File: src/rtl/stf_pkg.sv
// Shared constants, carriers and helpers for the transmit status flag block.
// Assumes a 32-bit AXI4-Lite register bus with byte addresses of 8 bits.
package stf_pkg;

	// Register bus widths.
	localparam int          STF_AW          = 8;
	localparam int          STF_DW          = 32;

	// Register byte offsets.
	localparam logic [7:0]  STF_OFF_COND    = 8'h00;
	localparam logic [7:0]  STF_OFF_CFG     = 8'h04;
	localparam logic [7:0]  STF_OFF_IST     = 8'h08;
	localparam logic [7:0]  STF_OFF_ICLR    = 8'h0C;
	localparam logic [7:0]  STF_OFF_IEN     = 8'h10;

	// Field positions in the port condition word.
	localparam int          STF_B_AGG       = 0;
	localparam int          STF_B_OCC_LO    = 1;
	localparam int          STF_B_OCC_HI    = 3;
	localparam int          STF_B_STARVED   = 4;
	localparam int          STF_B_TXDONE    = 5;
	localparam int          STF_COND_W      = 16;

	// Field positions in the configuration register.
	localparam int          STF_B_MASTER    = 0;
	localparam int          STF_B_TOS       = 1;
	localparam int          STF_B_PURGE     = 2;

	// Bit positions in the interrupt status, clear and enable registers.
	localparam int          STF_I_TXDONE    = 0;
	localparam int          STF_I_STARVED   = 1;
	localparam int          STF_I_OTHER     = 2;
	localparam int          STF_IRQ_W       = 3;

	// Queue depth and occupancy width.
	localparam int          STF_DEPTH       = 4;
	localparam int          STF_OCC_W       = 3;

	// Reset values.
	localparam logic [2:0]  STF_CFG_RST     = 3'h0;
	localparam logic [2:0]  STF_IEN_RST     = 3'h0;

	// Bus response codes.
	localparam logic [1:0]  STF_RESP_OKAY   = 2'h0;
	localparam logic [1:0]  STF_RESP_SLVERR = 2'h2;

	// Configuration that software writes and the datapath obeys.
	typedef struct packed {
		logic purge;   // Send queue purge.
		logic tos;     // Transfer on send selection.
		logic master;  // Master mode when high.
	} stf_cfg_type;

	// One-cycle event pulses from the serial datapath.
	typedef struct packed {
		logic push;     // Byte written into the send queue.
		logic start;    // A serial transmission begins.
		logic load;     // Byte moved from queue into the shift register.
		logic shifted;  // Byte fully shifted out.
		logic tx_done;  // Configured number of bytes transmitted.
		logic other;    // Any other interrupt source of the port.
	} stf_evt_type;

	// Word index of a byte address, used by every decoder.
	function automatic logic [5:0] stf_index(input logic [7:0] addr);
		return addr[7:2];
	endfunction

endpackage

File: src/rtl/stf_occ.sv
// Send queue occupancy counter, saturating at the queue depth.
// Assumes one-cycle push, pop and a level purge, all in the aclk domain.
`timescale 1ns/1ps
module stf_occ import stf_pkg::*; #(
	parameter int DEPTH = STF_DEPTH,
	parameter int W     = STF_OCC_W
) (
	// Clock and reset.
	input  wire logic         aclk,
	input  wire logic         aresetn,
	// Queue events.
	input  wire logic         push,
	input  wire logic         pop,
	input  wire logic         purge,
	// Count of valid bytes.
	output logic     [W-1:0]  count
);

	// Full and empty decodes of the current count.
	wire        at_full  = (count == W'(DEPTH));
	wire        at_empty = (count == '0);
	logic [W-1:0] next_count;

	// Next count: purge empties, a push onto a full queue overwrites the oldest.
	always_comb begin
		next_count = count;
		if (purge) begin
			next_count = '0;
		end else if (push && !pop) begin
			next_count = at_full ? count : count + W'(1);
		end else if (pop && !push) begin
			next_count = at_empty ? count : count - W'(1);
		end else if (push && pop && at_empty) begin
			next_count = W'(1);
		end
	end

	// Count register.
	always_ff @(posedge aclk) begin
		if (!aresetn) begin
			count <= '0;
		end else begin
			count <= next_count;
		end
	end

endmodule

File: src/rtl/stf_axil.sv
// AXI4-Lite slave front end: catches address and data, issues strobes.
// Assumes the owner answers a read in the cycle of rd_fire, combinationally.
`timescale 1ns/1ps
module stf_axil import stf_pkg::*; (
	// Clock and reset.
	input  wire logic               aclk,
	input  wire logic               aresetn,
	// Write address and data channels.
	input  wire logic [STF_AW-1:0]  s_axi_awaddr,
	input  wire logic               s_axi_awvalid,
	output logic                    s_axi_awready,
	input  wire logic [STF_DW-1:0]  s_axi_wdata,
	input  wire logic [3:0]         s_axi_wstrb,
	input  wire logic               s_axi_wvalid,
	output logic                    s_axi_wready,
	// Write response channel.
	output logic [1:0]              s_axi_bresp,
	output logic                    s_axi_bvalid,
	input  wire logic               s_axi_bready,
	// Read channels.
	input  wire logic [STF_AW-1:0]  s_axi_araddr,
	input  wire logic               s_axi_arvalid,
	output logic                    s_axi_arready,
	output logic [STF_DW-1:0]       s_axi_rdata,
	output logic [1:0]              s_axi_rresp,
	output logic                    s_axi_rvalid,
	input  wire logic               s_axi_rready,
	// Register strobes toward the owner.
	output logic                    wr_fire,
	output logic [STF_AW-1:0]       wr_addr,
	output logic [STF_DW-1:0]       wr_data,
	output logic [3:0]              wr_strb,
	input  wire logic               wr_err,
	output logic                    rd_fire,
	output logic [STF_AW-1:0]       rd_addr,
	input  wire logic [STF_DW-1:0]  rd_data,
	input  wire logic               rd_err
);

	logic aw_full;  // Write address held.
	logic w_full;   // Write data held.

	// Handshake decodes.
	wire aw_take = s_axi_awvalid && s_axi_awready;
	wire w_take  = s_axi_wvalid && s_axi_wready;
	wire b_done  = s_axi_bvalid && s_axi_bready;
	wire r_done  = s_axi_rvalid && s_axi_rready;
	assign wr_fire = aw_full && w_full && !s_axi_bvalid;
	assign rd_fire = s_axi_arvalid && s_axi_arready;
	assign rd_addr = s_axi_araddr;

	// Write path: address and data in either order, then one response.
	always_ff @(posedge aclk) begin
		if (!aresetn) begin
			aw_full       <= 1'b0;
			w_full        <= 1'b0;
			s_axi_awready <= 1'b1;
			s_axi_wready  <= 1'b1;
			s_axi_bvalid  <= 1'b0;
			s_axi_bresp   <= STF_RESP_OKAY;
			wr_addr       <= '0;
			wr_data       <= '0;
			wr_strb       <= 4'h0;
		end else begin
			if (aw_take) begin
				aw_full       <= 1'b1;
				wr_addr       <= s_axi_awaddr;
				s_axi_awready <= 1'b0;
			end
			if (w_take) begin
				w_full       <= 1'b1;
				wr_data      <= s_axi_wdata;
				wr_strb      <= s_axi_wstrb;
				s_axi_wready <= 1'b0;
			end
			if (wr_fire) begin
				s_axi_bvalid <= 1'b1;
				s_axi_bresp  <= wr_err ? STF_RESP_SLVERR : STF_RESP_OKAY;
			end
			if (b_done) begin
				s_axi_bvalid  <= 1'b0;
				aw_full       <= 1'b0;
				w_full        <= 1'b0;
				s_axi_awready <= 1'b1;
				s_axi_wready  <= 1'b1;
			end
		end
	end

	// Read path: take the address, answer the next cycle, hold until taken.
	always_ff @(posedge aclk) begin
		if (!aresetn) begin
			s_axi_arready <= 1'b1;
			s_axi_rvalid  <= 1'b0;
			s_axi_rdata   <= '0;
			s_axi_rresp   <= STF_RESP_OKAY;
		end else if (rd_fire) begin
			s_axi_arready <= 1'b0;
			s_axi_rvalid  <= 1'b1;
			s_axi_rdata   <= rd_err ? '0 : rd_data;
			s_axi_rresp   <= rd_err ? STF_RESP_SLVERR : STF_RESP_OKAY;
		end else if (r_done) begin
			s_axi_rvalid  <= 1'b0;
			s_axi_arready <= 1'b1;
		end
	end

endmodule

File: src/rtl/stf_top.sv
// Transmit status flags of a serial port, with summary interrupt.
// Assumes the serial datapath sends one-cycle event pulses on aclk and
// obeys the configuration outputs; software uses AXI4-Lite.
// Receive-side bits are not held here and read as zero.
`timescale 1ns/1ps
module stf_top import stf_pkg::*; (
	// Clock and reset.
	input  wire logic               aclk,
	input  wire logic               aresetn,
	// AXI4-Lite write address channel.
	input  wire logic [STF_AW-1:0]  s_axi_awaddr,
	input  wire logic               s_axi_awvalid,
	output logic                    s_axi_awready,
	// AXI4-Lite write data channel.
	input  wire logic [STF_DW-1:0]  s_axi_wdata,
	input  wire logic [3:0]         s_axi_wstrb,
	input  wire logic               s_axi_wvalid,
	output logic                    s_axi_wready,
	// AXI4-Lite write response channel.
	output logic [1:0]              s_axi_bresp,
	output logic                    s_axi_bvalid,
	input  wire logic               s_axi_bready,
	// AXI4-Lite read address channel.
	input  wire logic [STF_AW-1:0]  s_axi_araddr,
	input  wire logic               s_axi_arvalid,
	output logic                    s_axi_arready,
	// AXI4-Lite read data channel.
	output logic [STF_DW-1:0]       s_axi_rdata,
	output logic [1:0]              s_axi_rresp,
	output logic                    s_axi_rvalid,
	input  wire logic               s_axi_rready,
	// Event pulses from the serial datapath.
	input  wire stf_evt_type        evt,
	// Configuration toward the serial datapath.
	output stf_cfg_type             cfg,
	// Occupancy toward the serial datapath.
	output logic [STF_OCC_W-1:0]    send_queue_occupancy,
	// Interrupt request, level.
	output logic                    irq
);

	// Register strobes from the bus front end.
	logic                wr_fire;
	logic [STF_AW-1:0]   wr_addr;
	logic [STF_DW-1:0]   wr_data;
	logic [3:0]          wr_strb;
	logic                rd_fire;
	logic [STF_AW-1:0]   rd_addr;
	logic [STF_DW-1:0]   rd_data;
	logic                wr_unmapped;  // Write hits no register.
	logic                rd_unmapped;  // Read hits no register.

	// Sticky flags of the port condition word.
	// Each stays set until a status read clears it.
	logic                tx_done_flag;
	logic                send_queue_starved_flag;
	logic                agg_flag;

	// Interrupt status and enable registers.
	// Bit zero is transmit done, then starved, then other.
	logic [STF_IRQ_W-1:0] ist;
	logic [STF_IRQ_W-1:0] ien;

	// Next values.
	logic                next_tx_done_flag;
	logic                next_starved;
	logic                next_agg;
	logic [STF_IRQ_W-1:0] next_ist;
	stf_cfg_type         next_cfg;

	// Bus front end; it owns all handshakes and the response registers.
	// A read is answered the cycle after its address is taken.
	// A write lands once both address and data are held.
	stf_axil u_axil (
		.aclk          (aclk),
		.aresetn       (aresetn),
		.s_axi_awaddr  (s_axi_awaddr),
		.s_axi_awvalid (s_axi_awvalid),
		.s_axi_awready (s_axi_awready),
		.s_axi_wdata   (s_axi_wdata),
		.s_axi_wstrb   (s_axi_wstrb),
		.s_axi_wvalid  (s_axi_wvalid),
		.s_axi_wready  (s_axi_wready),
		.s_axi_bresp   (s_axi_bresp),
		.s_axi_bvalid  (s_axi_bvalid),
		.s_axi_bready  (s_axi_bready),
		.s_axi_araddr  (s_axi_araddr),
		.s_axi_arvalid (s_axi_arvalid),
		.s_axi_arready (s_axi_arready),
		.s_axi_rdata   (s_axi_rdata),
		.s_axi_rresp   (s_axi_rresp),
		.s_axi_rvalid  (s_axi_rvalid),
		.s_axi_rready  (s_axi_rready),
		.wr_fire       (wr_fire),
		.wr_addr       (wr_addr),
		.wr_data       (wr_data),
		.wr_strb       (wr_strb),
		.wr_err        (wr_unmapped),
		.rd_fire       (rd_fire),
		.rd_addr       (rd_addr),
		.rd_data       (rd_data),
		.rd_err        (rd_unmapped)
	);

	// Write decode; the status word and status register are read-only.
	// Decoding uses the word index, so the two low address bits
	// are ignored and any byte of a word reaches that register.
	wire [5:0] wr_idx      = stf_index(wr_addr);
	wire       wr_cfg      = (wr_idx == stf_index(STF_OFF_CFG));
	wire       wr_iclr     = (wr_idx == stf_index(STF_OFF_ICLR));
	wire       wr_ien      = (wr_idx == stf_index(STF_OFF_IEN));
	wire       wr_ro       = (wr_idx == stf_index(STF_OFF_COND)) ||
	                         (wr_idx == stf_index(STF_OFF_IST));
	assign wr_unmapped = !(wr_cfg || wr_iclr || wr_ien || wr_ro);

	// Low-lane write strobes; only the low byte holds any field.
	// A write without lane zero still gets an okay response.
	wire       wr_lane0    = wr_fire && wr_strb[0];
	wire       cfg_write   = wr_lane0 && wr_cfg;
	wire       ien_write   = wr_lane0 && wr_ien;
	wire       iclr_write  = wr_lane0 && wr_iclr;

	// Read decode.
	// The clear register is decoded only so that reading it
	// returns zero with an okay response, not a slave error.
	wire [5:0] rd_idx      = stf_index(rd_addr);
	wire       rd_cond     = (rd_idx == stf_index(STF_OFF_COND));
	wire       rd_cfg      = (rd_idx == stf_index(STF_OFF_CFG));
	wire       rd_ist      = (rd_idx == stf_index(STF_OFF_IST));
	wire       rd_iclr     = (rd_idx == stf_index(STF_OFF_ICLR));
	wire       rd_ien      = (rd_idx == stf_index(STF_OFF_IEN));
	assign rd_unmapped = !(rd_cond || rd_cfg || rd_ist || rd_iclr || rd_ien);

	// A taken read of the status word clears its read-clear flags.
	// The clear lands at the edge that captures the read data,
	// so software always sees the value that it clears.
	wire       cond_read   = rd_fire && rd_cond;

	// Occupancy pop source depends on the mode.
	// In master mode a byte leaves the count once it is loaded.
	// In slave mode it stays counted until shifted out, since
	// it may wait in the shift register for the far clock.
	wire       occ_pop     = cfg.master ? evt.load : evt.shifted;

	// Occupancy counter, saturating at the queue depth.
	// A push onto a full queue overwrites the oldest byte,
	// so codes above four never appear.
	stf_occ #(
		.DEPTH (STF_DEPTH),
		.W     (STF_OCC_W)
	) u_occ (
		.aclk    (aclk),
		.aresetn (aresetn),
		.push    (evt.push),
		.pop     (occ_pop),
		.purge   (cfg.purge),
		.count   (send_queue_occupancy)
	);

	// Event decodes feeding the flags.
	// Starvation is judged on the count before this edge, so
	// a push in the same cycle as a start does not hide it.
	// Purge masks the starvation interrupt and its aggregate bit; the starved flag still sets.
	wire       tx_done_set = evt.tx_done && cfg.tos;
	wire       queue_empty = (send_queue_occupancy == '0);
	wire       starve_set  = evt.start && queue_empty;
	wire       starve_irq  = starve_set && !cfg.purge;

	// Interrupt sources of the whole port, as one vector.
	// The aggregate bit and the status register both follow
	// it, so they never disagree about what happened.
	wire [STF_IRQ_W-1:0] src;
	assign src[STF_I_TXDONE]  = tx_done_set;
	assign src[STF_I_STARVED] = starve_irq;
	assign src[STF_I_OTHER]   = evt.other;

	// Clear mask from the write-only clear register.
	// Bits written as zero leave their status alone.
	wire [STF_IRQ_W-1:0] iclr_mask = iclr_write ? wr_data[STF_IRQ_W-1:0] : '0;

	// The port condition word as software sees it.
	// Bits above five belong to the receive side, which this
	// block does not hold, so they read as zero.
	wire [STF_COND_W-1:0] cond_word;
	assign cond_word[STF_COND_W-1:STF_B_TXDONE+1]    = '0;
	assign cond_word[STF_B_TXDONE]                   = tx_done_flag;
	assign cond_word[STF_B_STARVED]                  = send_queue_starved_flag;
	assign cond_word[STF_B_OCC_HI:STF_B_OCC_LO]      = send_queue_occupancy;
	assign cond_word[STF_B_AGG]                      = agg_flag;

	// Read data selection; unmapped and write-only words read as zero.
	// The front end registers it into the read data at the
	// edge that takes the address.
	always_comb begin
		rd_data = '0;
		if (rd_cond) begin
			rd_data[STF_COND_W-1:0] = cond_word;
		end else if (rd_cfg) begin
			rd_data[STF_B_PURGE:STF_B_MASTER] = cfg;
		end else if (rd_ist) begin
			rd_data[STF_IRQ_W-1:0] = ist;
		end else if (rd_ien) begin
			rd_data[STF_IRQ_W-1:0] = ien;
		end
	end

	// Next values of the read-clear flags; a set in the read cycle wins.
	// Clears come first and sets after them, so an event in
	// the cycle of a read survives for the next read.
	// The other order would lose that event silently.
	always_comb begin
		next_tx_done_flag = tx_done_flag;
		next_starved      = send_queue_starved_flag;
		next_agg          = agg_flag;
		if (cond_read) begin
			next_tx_done_flag = 1'b0;
			next_starved      = 1'b0;
			next_agg          = 1'b0;
		end
		if (tx_done_set) begin
			next_tx_done_flag = 1'b1;
		end
		if (starve_set) begin
			next_starved = 1'b1;
		end
		if (|src) begin
			next_agg = 1'b1;
		end
	end

	// Next interrupt status; a new event beats a clear in the same cycle.
	// A bit stays set until software writes a one to clear it.
	assign next_ist = (ist & ~iclr_mask) | src;

	// Next configuration from a low-lane write.
	// Changing mode with bytes queued is left to software; the
	// counter just follows the pop source of the current mode.
	assign next_cfg = cfg_write ? stf_cfg_type'(wr_data[STF_B_PURGE:STF_B_MASTER]) : cfg;

	// Condition word flags.
	// All three return to zero on reset.
	always_ff @(posedge aclk) begin
		if (!aresetn) begin
			tx_done_flag            <= 1'b0;
			send_queue_starved_flag <= 1'b0;
			agg_flag                <= 1'b0;
		end else begin
			tx_done_flag            <= next_tx_done_flag;
			send_queue_starved_flag <= next_starved;
			agg_flag                <= next_agg;
		end
	end

	// Configuration register; drives the datapath directly.
	// Purge holds the count at zero while this bit is set.
	always_ff @(posedge aclk) begin
		if (!aresetn) begin
			cfg <= stf_cfg_type'(STF_CFG_RST);
		end else begin
			cfg <= next_cfg;
		end
	end

	// Interrupt status and enable registers.
	// Status collects events even while disabled, so a later
	// enable raises the interrupt at once.
	always_ff @(posedge aclk) begin
		if (!aresetn) begin
			ist <= '0;
			ien <= STF_IEN_RST;
		end else begin
			ist <= next_ist;
			if (ien_write) begin
				ien <= wr_data[STF_IRQ_W-1:0];
			end
		end
	end

	// Interrupt output, registered; high while an enabled status bit is set.
	// It uses the next status and enable values, so the line
	// moves at the same edge as the status register and still
	// leaves the block straight from a flop.
	always_ff @(posedge aclk) begin
		if (!aresetn) begin
			irq <= 1'b0;
		end else begin
			irq <= |(next_ist & (ien_write ? wr_data[STF_IRQ_W-1:0] : ien));
		end
	end

endmodule

File: config.mk
export PLATFORM = sky130hd
export DESIGN_NAME = stf_top
export DESIGN_NICKNAME = d
export VERILOG_FILES = /design/src/rtl/stf_pkg.sv /design/src/rtl/stf_occ.sv /design/src/rtl/stf_axil.sv /design/src/rtl/stf_top.sv
export SDC_FILE = /design/constraint.sdc
export NUM_CORES = 1
export LEC_CHECK = 0
export ABC_AREA = 0
export BUFFER_PORTS_ARGS = -buffer_cell sky130_fd_sc_hd__clkbuf_2
export CAP_MARGIN = 20
export CORE_MARGIN = 1
export CORE_UTILIZATION = 34
export CTS_CLUSTER_DIAMETER = 100
export CTS_CLUSTER_SIZE = 40
export DETAILED_ROUTE_END_ITERATION = 10
export PLACE_DENSITY = 0.73
export SLEW_MARGIN = 20
export SYNTH_ARGS = -nofsm -noshare
export SYNTH_HDL_FRONTEND = slang
export SYNTH_SLANG_ARGS = --single-unit
File: constraint.sdc
create_clock -name aclk -period 1.4 [get_ports aclk]
set_input_delay 0.28 -clock aclk [delete_from_list [all_inputs] [get_ports aclk]]
set_output_delay 0.28 -clock aclk [all_outputs]
set_load 0.05 [all_outputs]
==> results_tabular.tex <==
\begin{tabular}{lr}
\hline
Metric & Value \\
\hline
\multicolumn{2}{l}{\textbf{Synthesis}} \\
Number of flops mapped to enable cells by yosys & 0 \\
Primary flip-flop cell chosen by synthesis mapping & sky130\_fd\_sc\_hd\_\_dfxtp\_1 \\
Yosys warning count & 0 \\
Sequential-to-total area share from yosys stat & 0.373 \\
Number of cells produced by synthesis & roughly 260 \\
Syn\_area\_per\_cell & 8.60 sq um \\
Synth cell types & 48 \\
Async set-reset flop share out of synthesis & 0 \\
Netlist area before placement & approximately 2200 sq um \\
Post-synthesis sequential element count & 41 \\
\multicolumn{2}{l}{\textbf{Pwr}} \\
Overall power of the completed layout & about 3.3 mW \\
Leakage Power & approximately 1.3 nW \\
Peak supply drop & roughly 920 uV \\
Power per standard cell area & between 1000 and 1500 nW/um\^{}2 \\
\multicolumn{2}{l}{\textbf{Worst hold path}} \\
Worst min-delay path class & input pin to flip-flop \\
Destination of the worst hold path & u\_axil.wr\_addr[5] \\
Count of cells along the worst hold path & 3 \\
Startpoint of the worst hold path & s\_axi\_awaddr[5] \\
\multicolumn{2}{l}{\textbf{Floorplanning}} \\
Effective utilization at floorplan & 0.361 \\
Die Area & between 6000 and 7000 sq um \\
I/O pin count & around 110 \\
Horiz. Die Dim & between 80 and 90 um \\
DIE HEIGHT & slightly above 80 um \\
FP Rows & 28 \\
Std-Cell Core Area & $\sim$6000 sq um \\
\multicolumn{2}{l}{\textbf{Global routing}} \\
Number of global-route vias before repair & roughly 1700 \\
Global-route wire length before repair & 7710 um \\
Maximum number of pins on one net before global-route repair & 27 \\
GR Util All Layers & 0.152 \\
Number of antenna violations at the first check in global routing & 0 \\
Congestion Overflow GR & 0 \\
\multicolumn{2}{l}{\textbf{Clocking}} \\
Root buffer cell & sky130\_fd\_sc\_hd\_\_clkbuf\_8 \\
TritonCTS clock tree & yes \\
Clock slew at reported path FFs & about 80 ps \\
H-tree depth & 2 \\
Total number of clock tree sinks & 41 \\
Clock latency of the later-clocked register in the worst-skew pair & 300 ps \\
Maximum clock insertion buffer count & 2 \\
CTS buffer count & 5 \\
\multicolumn{2}{l}{\textbf{Setup path}} \\
Worst flop-to-flop path startpoint & u\_axil.s\_axi\_bvalid \\
Biggest fanout along the worst timing path & 5 \\
Reg-to-reg setup timing slack & -30 ps \\
Worst endpoint data arrival time & roughly 1600 ps \\
Start point of the critical path & u\_axil.s\_axi\_bvalid \\
Crit end category & flip-flop \\
Depth of the worst register-to-register path & 5 \\
Worst EP required & 1570 ps \\
CP Class & flip-flop to flip-flop \\
Startpoint kind of the worst setup timing path & flip-flop \\
Endpoint of the worst-slack reg-to-reg timing path & irq \\
\multicolumn{2}{l}{\textbf{Routing}} \\
Detailed Route WL & 4890 um \\
Router iterations before antenna repair & 4 \\
Routed WL per cell & around 12 um \\
DR vias & $\sim$1900 \\
Iteration-0 DRC Markers & between 90 and 100 \\
Vias per cell & approximately 4.7 \\
Number of antenna-violating nets in the routed design & 0 \\
Drc violations & 0 \\
\multicolumn{2}{l}{\textbf{Run}} \\
Max-cap violations & 0 \\
\multicolumn{2}{l}{\textbf{Timing}} \\
Achievable clock frequency & 0.701 GHz \\
Final critical-path setup slack & -25.5 ps \\
RSZ-0062 raised after global routing & true \\
Final worst path period need & 1430 ps \\
Final worst path period share & 1.02 \\
Total of endpoints with negative setup slack in the final report & 1 \\
Hold Fails Final Rpt & 0 \\
Count of pins over their slew limit & 0 \\
Setup clock skew after layout & about 11 ps \\
\multicolumn{2}{l}{\textbf{Layout}} \\
Sequential cell area & roughly 840 sq um \\
Ratio of cells with drive above 1 in the final layout & 0.325 \\
Cell area after layout & 2780 sq um \\
Ant diodes & 0 \\
Filler cells & about 610 \\
Post-route non-filler standard cell count & between 400 and 500 \\
Highest-count cells in the layout ignoring fill and taps & 46 x sky130\_fd\_sc\_hd\_\_clkbuf\_2, 33 x sky130\_fd\_sc\_hd\_\_dfxtp\_1, 29 x sky130\_fd\_sc\_hd\_\_buf\_4 \\
Layout area overhead & 26.4\% \\
Multi-input combinational cell area & 1240 sq um \\
Total Nets Final & $\sim$400 \\
Most frequent standard cell in the layout excluding fill and tap cells & sky130\_fd\_sc\_hd\_\_clkbuf\_2 \\
\multicolumn{2}{l}{\textbf{Placement}} \\
Total instance count after detailed placement & $\sim$390 \\
Cell area reported after detailed placement & $\sim$2600 sq um \\
Weighted congestion at the end of routability-driven global placement & 0.776 \\
Post-DP HPWL & approximately 3700 um \\
Buffers added on ports & 48 \\
Worst slack at placement & -141 ps \\
\multicolumn{2}{l}{\textbf{Outcome}} \\
Status & complete, but fails checks \\
Violated checks & setup timing \\
\hline
\end{tabular}
## layer usage
layer | share of wire | track usage
met5 | 0 | 0
met4 | 0.0055 | 0.0526
met3 | 0.052 | 0.0484
met2 | 0.50 | 0.261
met1 | 0.44 | 0.176
## metrics by stage
stage / utilization / hold slack [ps] / TNS [ps]
5_1_grt: 0.456 / 242 / -162
6_report: 0.456 / 238 / -25.5
2_1_floorplan: - / 380 / -89.2
4_1_cts: 0.441 / 226 / 0
3_3_place_gp: 0.425 / 450 / -600
3_5_place_dp: 0.425 / 462 / -641
## power by group
group	total, mW	internal, mW	leakage, nW	switching, mW
Sequential	1.36	1.27	0.339	0.0883
Clock	0.748	0.350	0.0422	0.398
Combinational	1.19	0.464	0.881	0.727
Total	3.30	2.08	1.26	1.21
## worst max-delay path, stage by stage (launching register included)
cell                       delay [ps]
sky130_fd_sc_hd__dfxtp_4          340
sky130_fd_sc_hd__and3b_2          240
sky130_fd_sc_hd__buf_4            170
sky130_fd_sc_hd__and4_2           210
sky130_fd_sc_hd__o211ai_1         210
sky130_fd_sc_hd__o221ai_2         120
## cell families after synthesis
group,after synthesis,synth area share
AO/OA/AOI/OAI,62,0.197
XOR/XNOR,2,0.00796
adder cells (fa/ha/maj),3,0.0171
buffers and inverters,51,0.141
flip-flops,41,0.373
multiplexers,7,0.0341
other,1,0.00170
AND/OR/NAND/NOR,89,0.228
## Yosys cell counts (2+ instances only)
cell type	n	area, sq um
sky130_fd_sc_hd__buf_4	31	233
sky130_fd_sc_hd__nor3_1	3	15.0
sky130_fd_sc_hd__nand4_1	2	12.5
sky130_fd_sc_hd__o31ai_1	4	30.0
sky130_fd_sc_hd__a21boi_0	20	150
sky130_fd_sc_hd__a31oi_1	5	31.3
sky130_fd_sc_hd__a21oi_1	5	25.0
sky130_fd_sc_hd__nand2_1	22	82.6
sky130_fd_sc_hd__inv_1	11	41.3
sky130_fd_sc_hd__ha_1	3	37.5
sky130_fd_sc_hd__clkbuf_1	7	26.3
sky130_fd_sc_hd__and2_1	3	18.8
sky130_fd_sc_hd__nor2_1	7	26.3
sky130_fd_sc_hd__nand2b_1	3	18.8
sky130_fd_sc_hd__o21ai_0	9	45.0
sky130_fd_sc_hd__o21a_1	4	30.0
sky130_fd_sc_hd__or3_1	2	12.5
sky130_fd_sc_hd__and3_1	3	18.8
sky130_fd_sc_hd__nand3_1	20	100
sky130_fd_sc_hd__mux2i_1	5	50.1
sky130_fd_sc_hd__nor3b_1	3	22.5
sky130_fd_sc_hd__dfxtp_1	41	821
sky130_fd_sc_hd__o22ai_1	3	18.8
sky130_fd_sc_hd__a22oi_1	3	22.5
sky130_fd_sc_hd__nand3b_1	3	22.5
sky130_fd_sc_hd__and3b_1	2	17.5
sky130_fd_sc_hd__nor2b_1	11	68.8
## what timing repair did
item                                   CTS  global route
hold buffers                             0             0
gates resized for setup                  5             9
setup buffers                            0             8
setup endpoints to repair                2             7
endpoints found under the hold margin    0             0
pin swaps                                2             3
## sequential cells by signal, indices dropped and copies added, names as in the netlist, 3 cells and up
name                flops
ien                     3
ist                     3
u_axil.s_axi_rdata      6
cfg                     3
u_occ.count             3
u_axil.wr_data          3
u_axil.wr_addr          6
## worst max-delay path by stage
stage                       endpoint  slack, ps  depth (start not counted)
2_1_floorplan         u_occ.count[1]        -60                          7
3_3_place_gp   u_axil.s_axi_rdata[4]       -120                          6
3_5_place_dp   u_axil.s_axi_rdata[4]       -140                          6
4_1_cts                          irq          5                          5
5_1_grt                          irq        -60                          5
6_report                         irq        -30                          5
## final cells by class
type	count	area share
Tap cell	75	0.0337
Clock buffer	7	0.0274
Sequential cell	41	0.303
Multi-Input combinational cell	191	0.445
Timing Repair Buffer	78	0.174
Clock inverter	1	0.00180
Inverter	11	0.0148
Note: power is estimated with default switching activity, not from simulation.
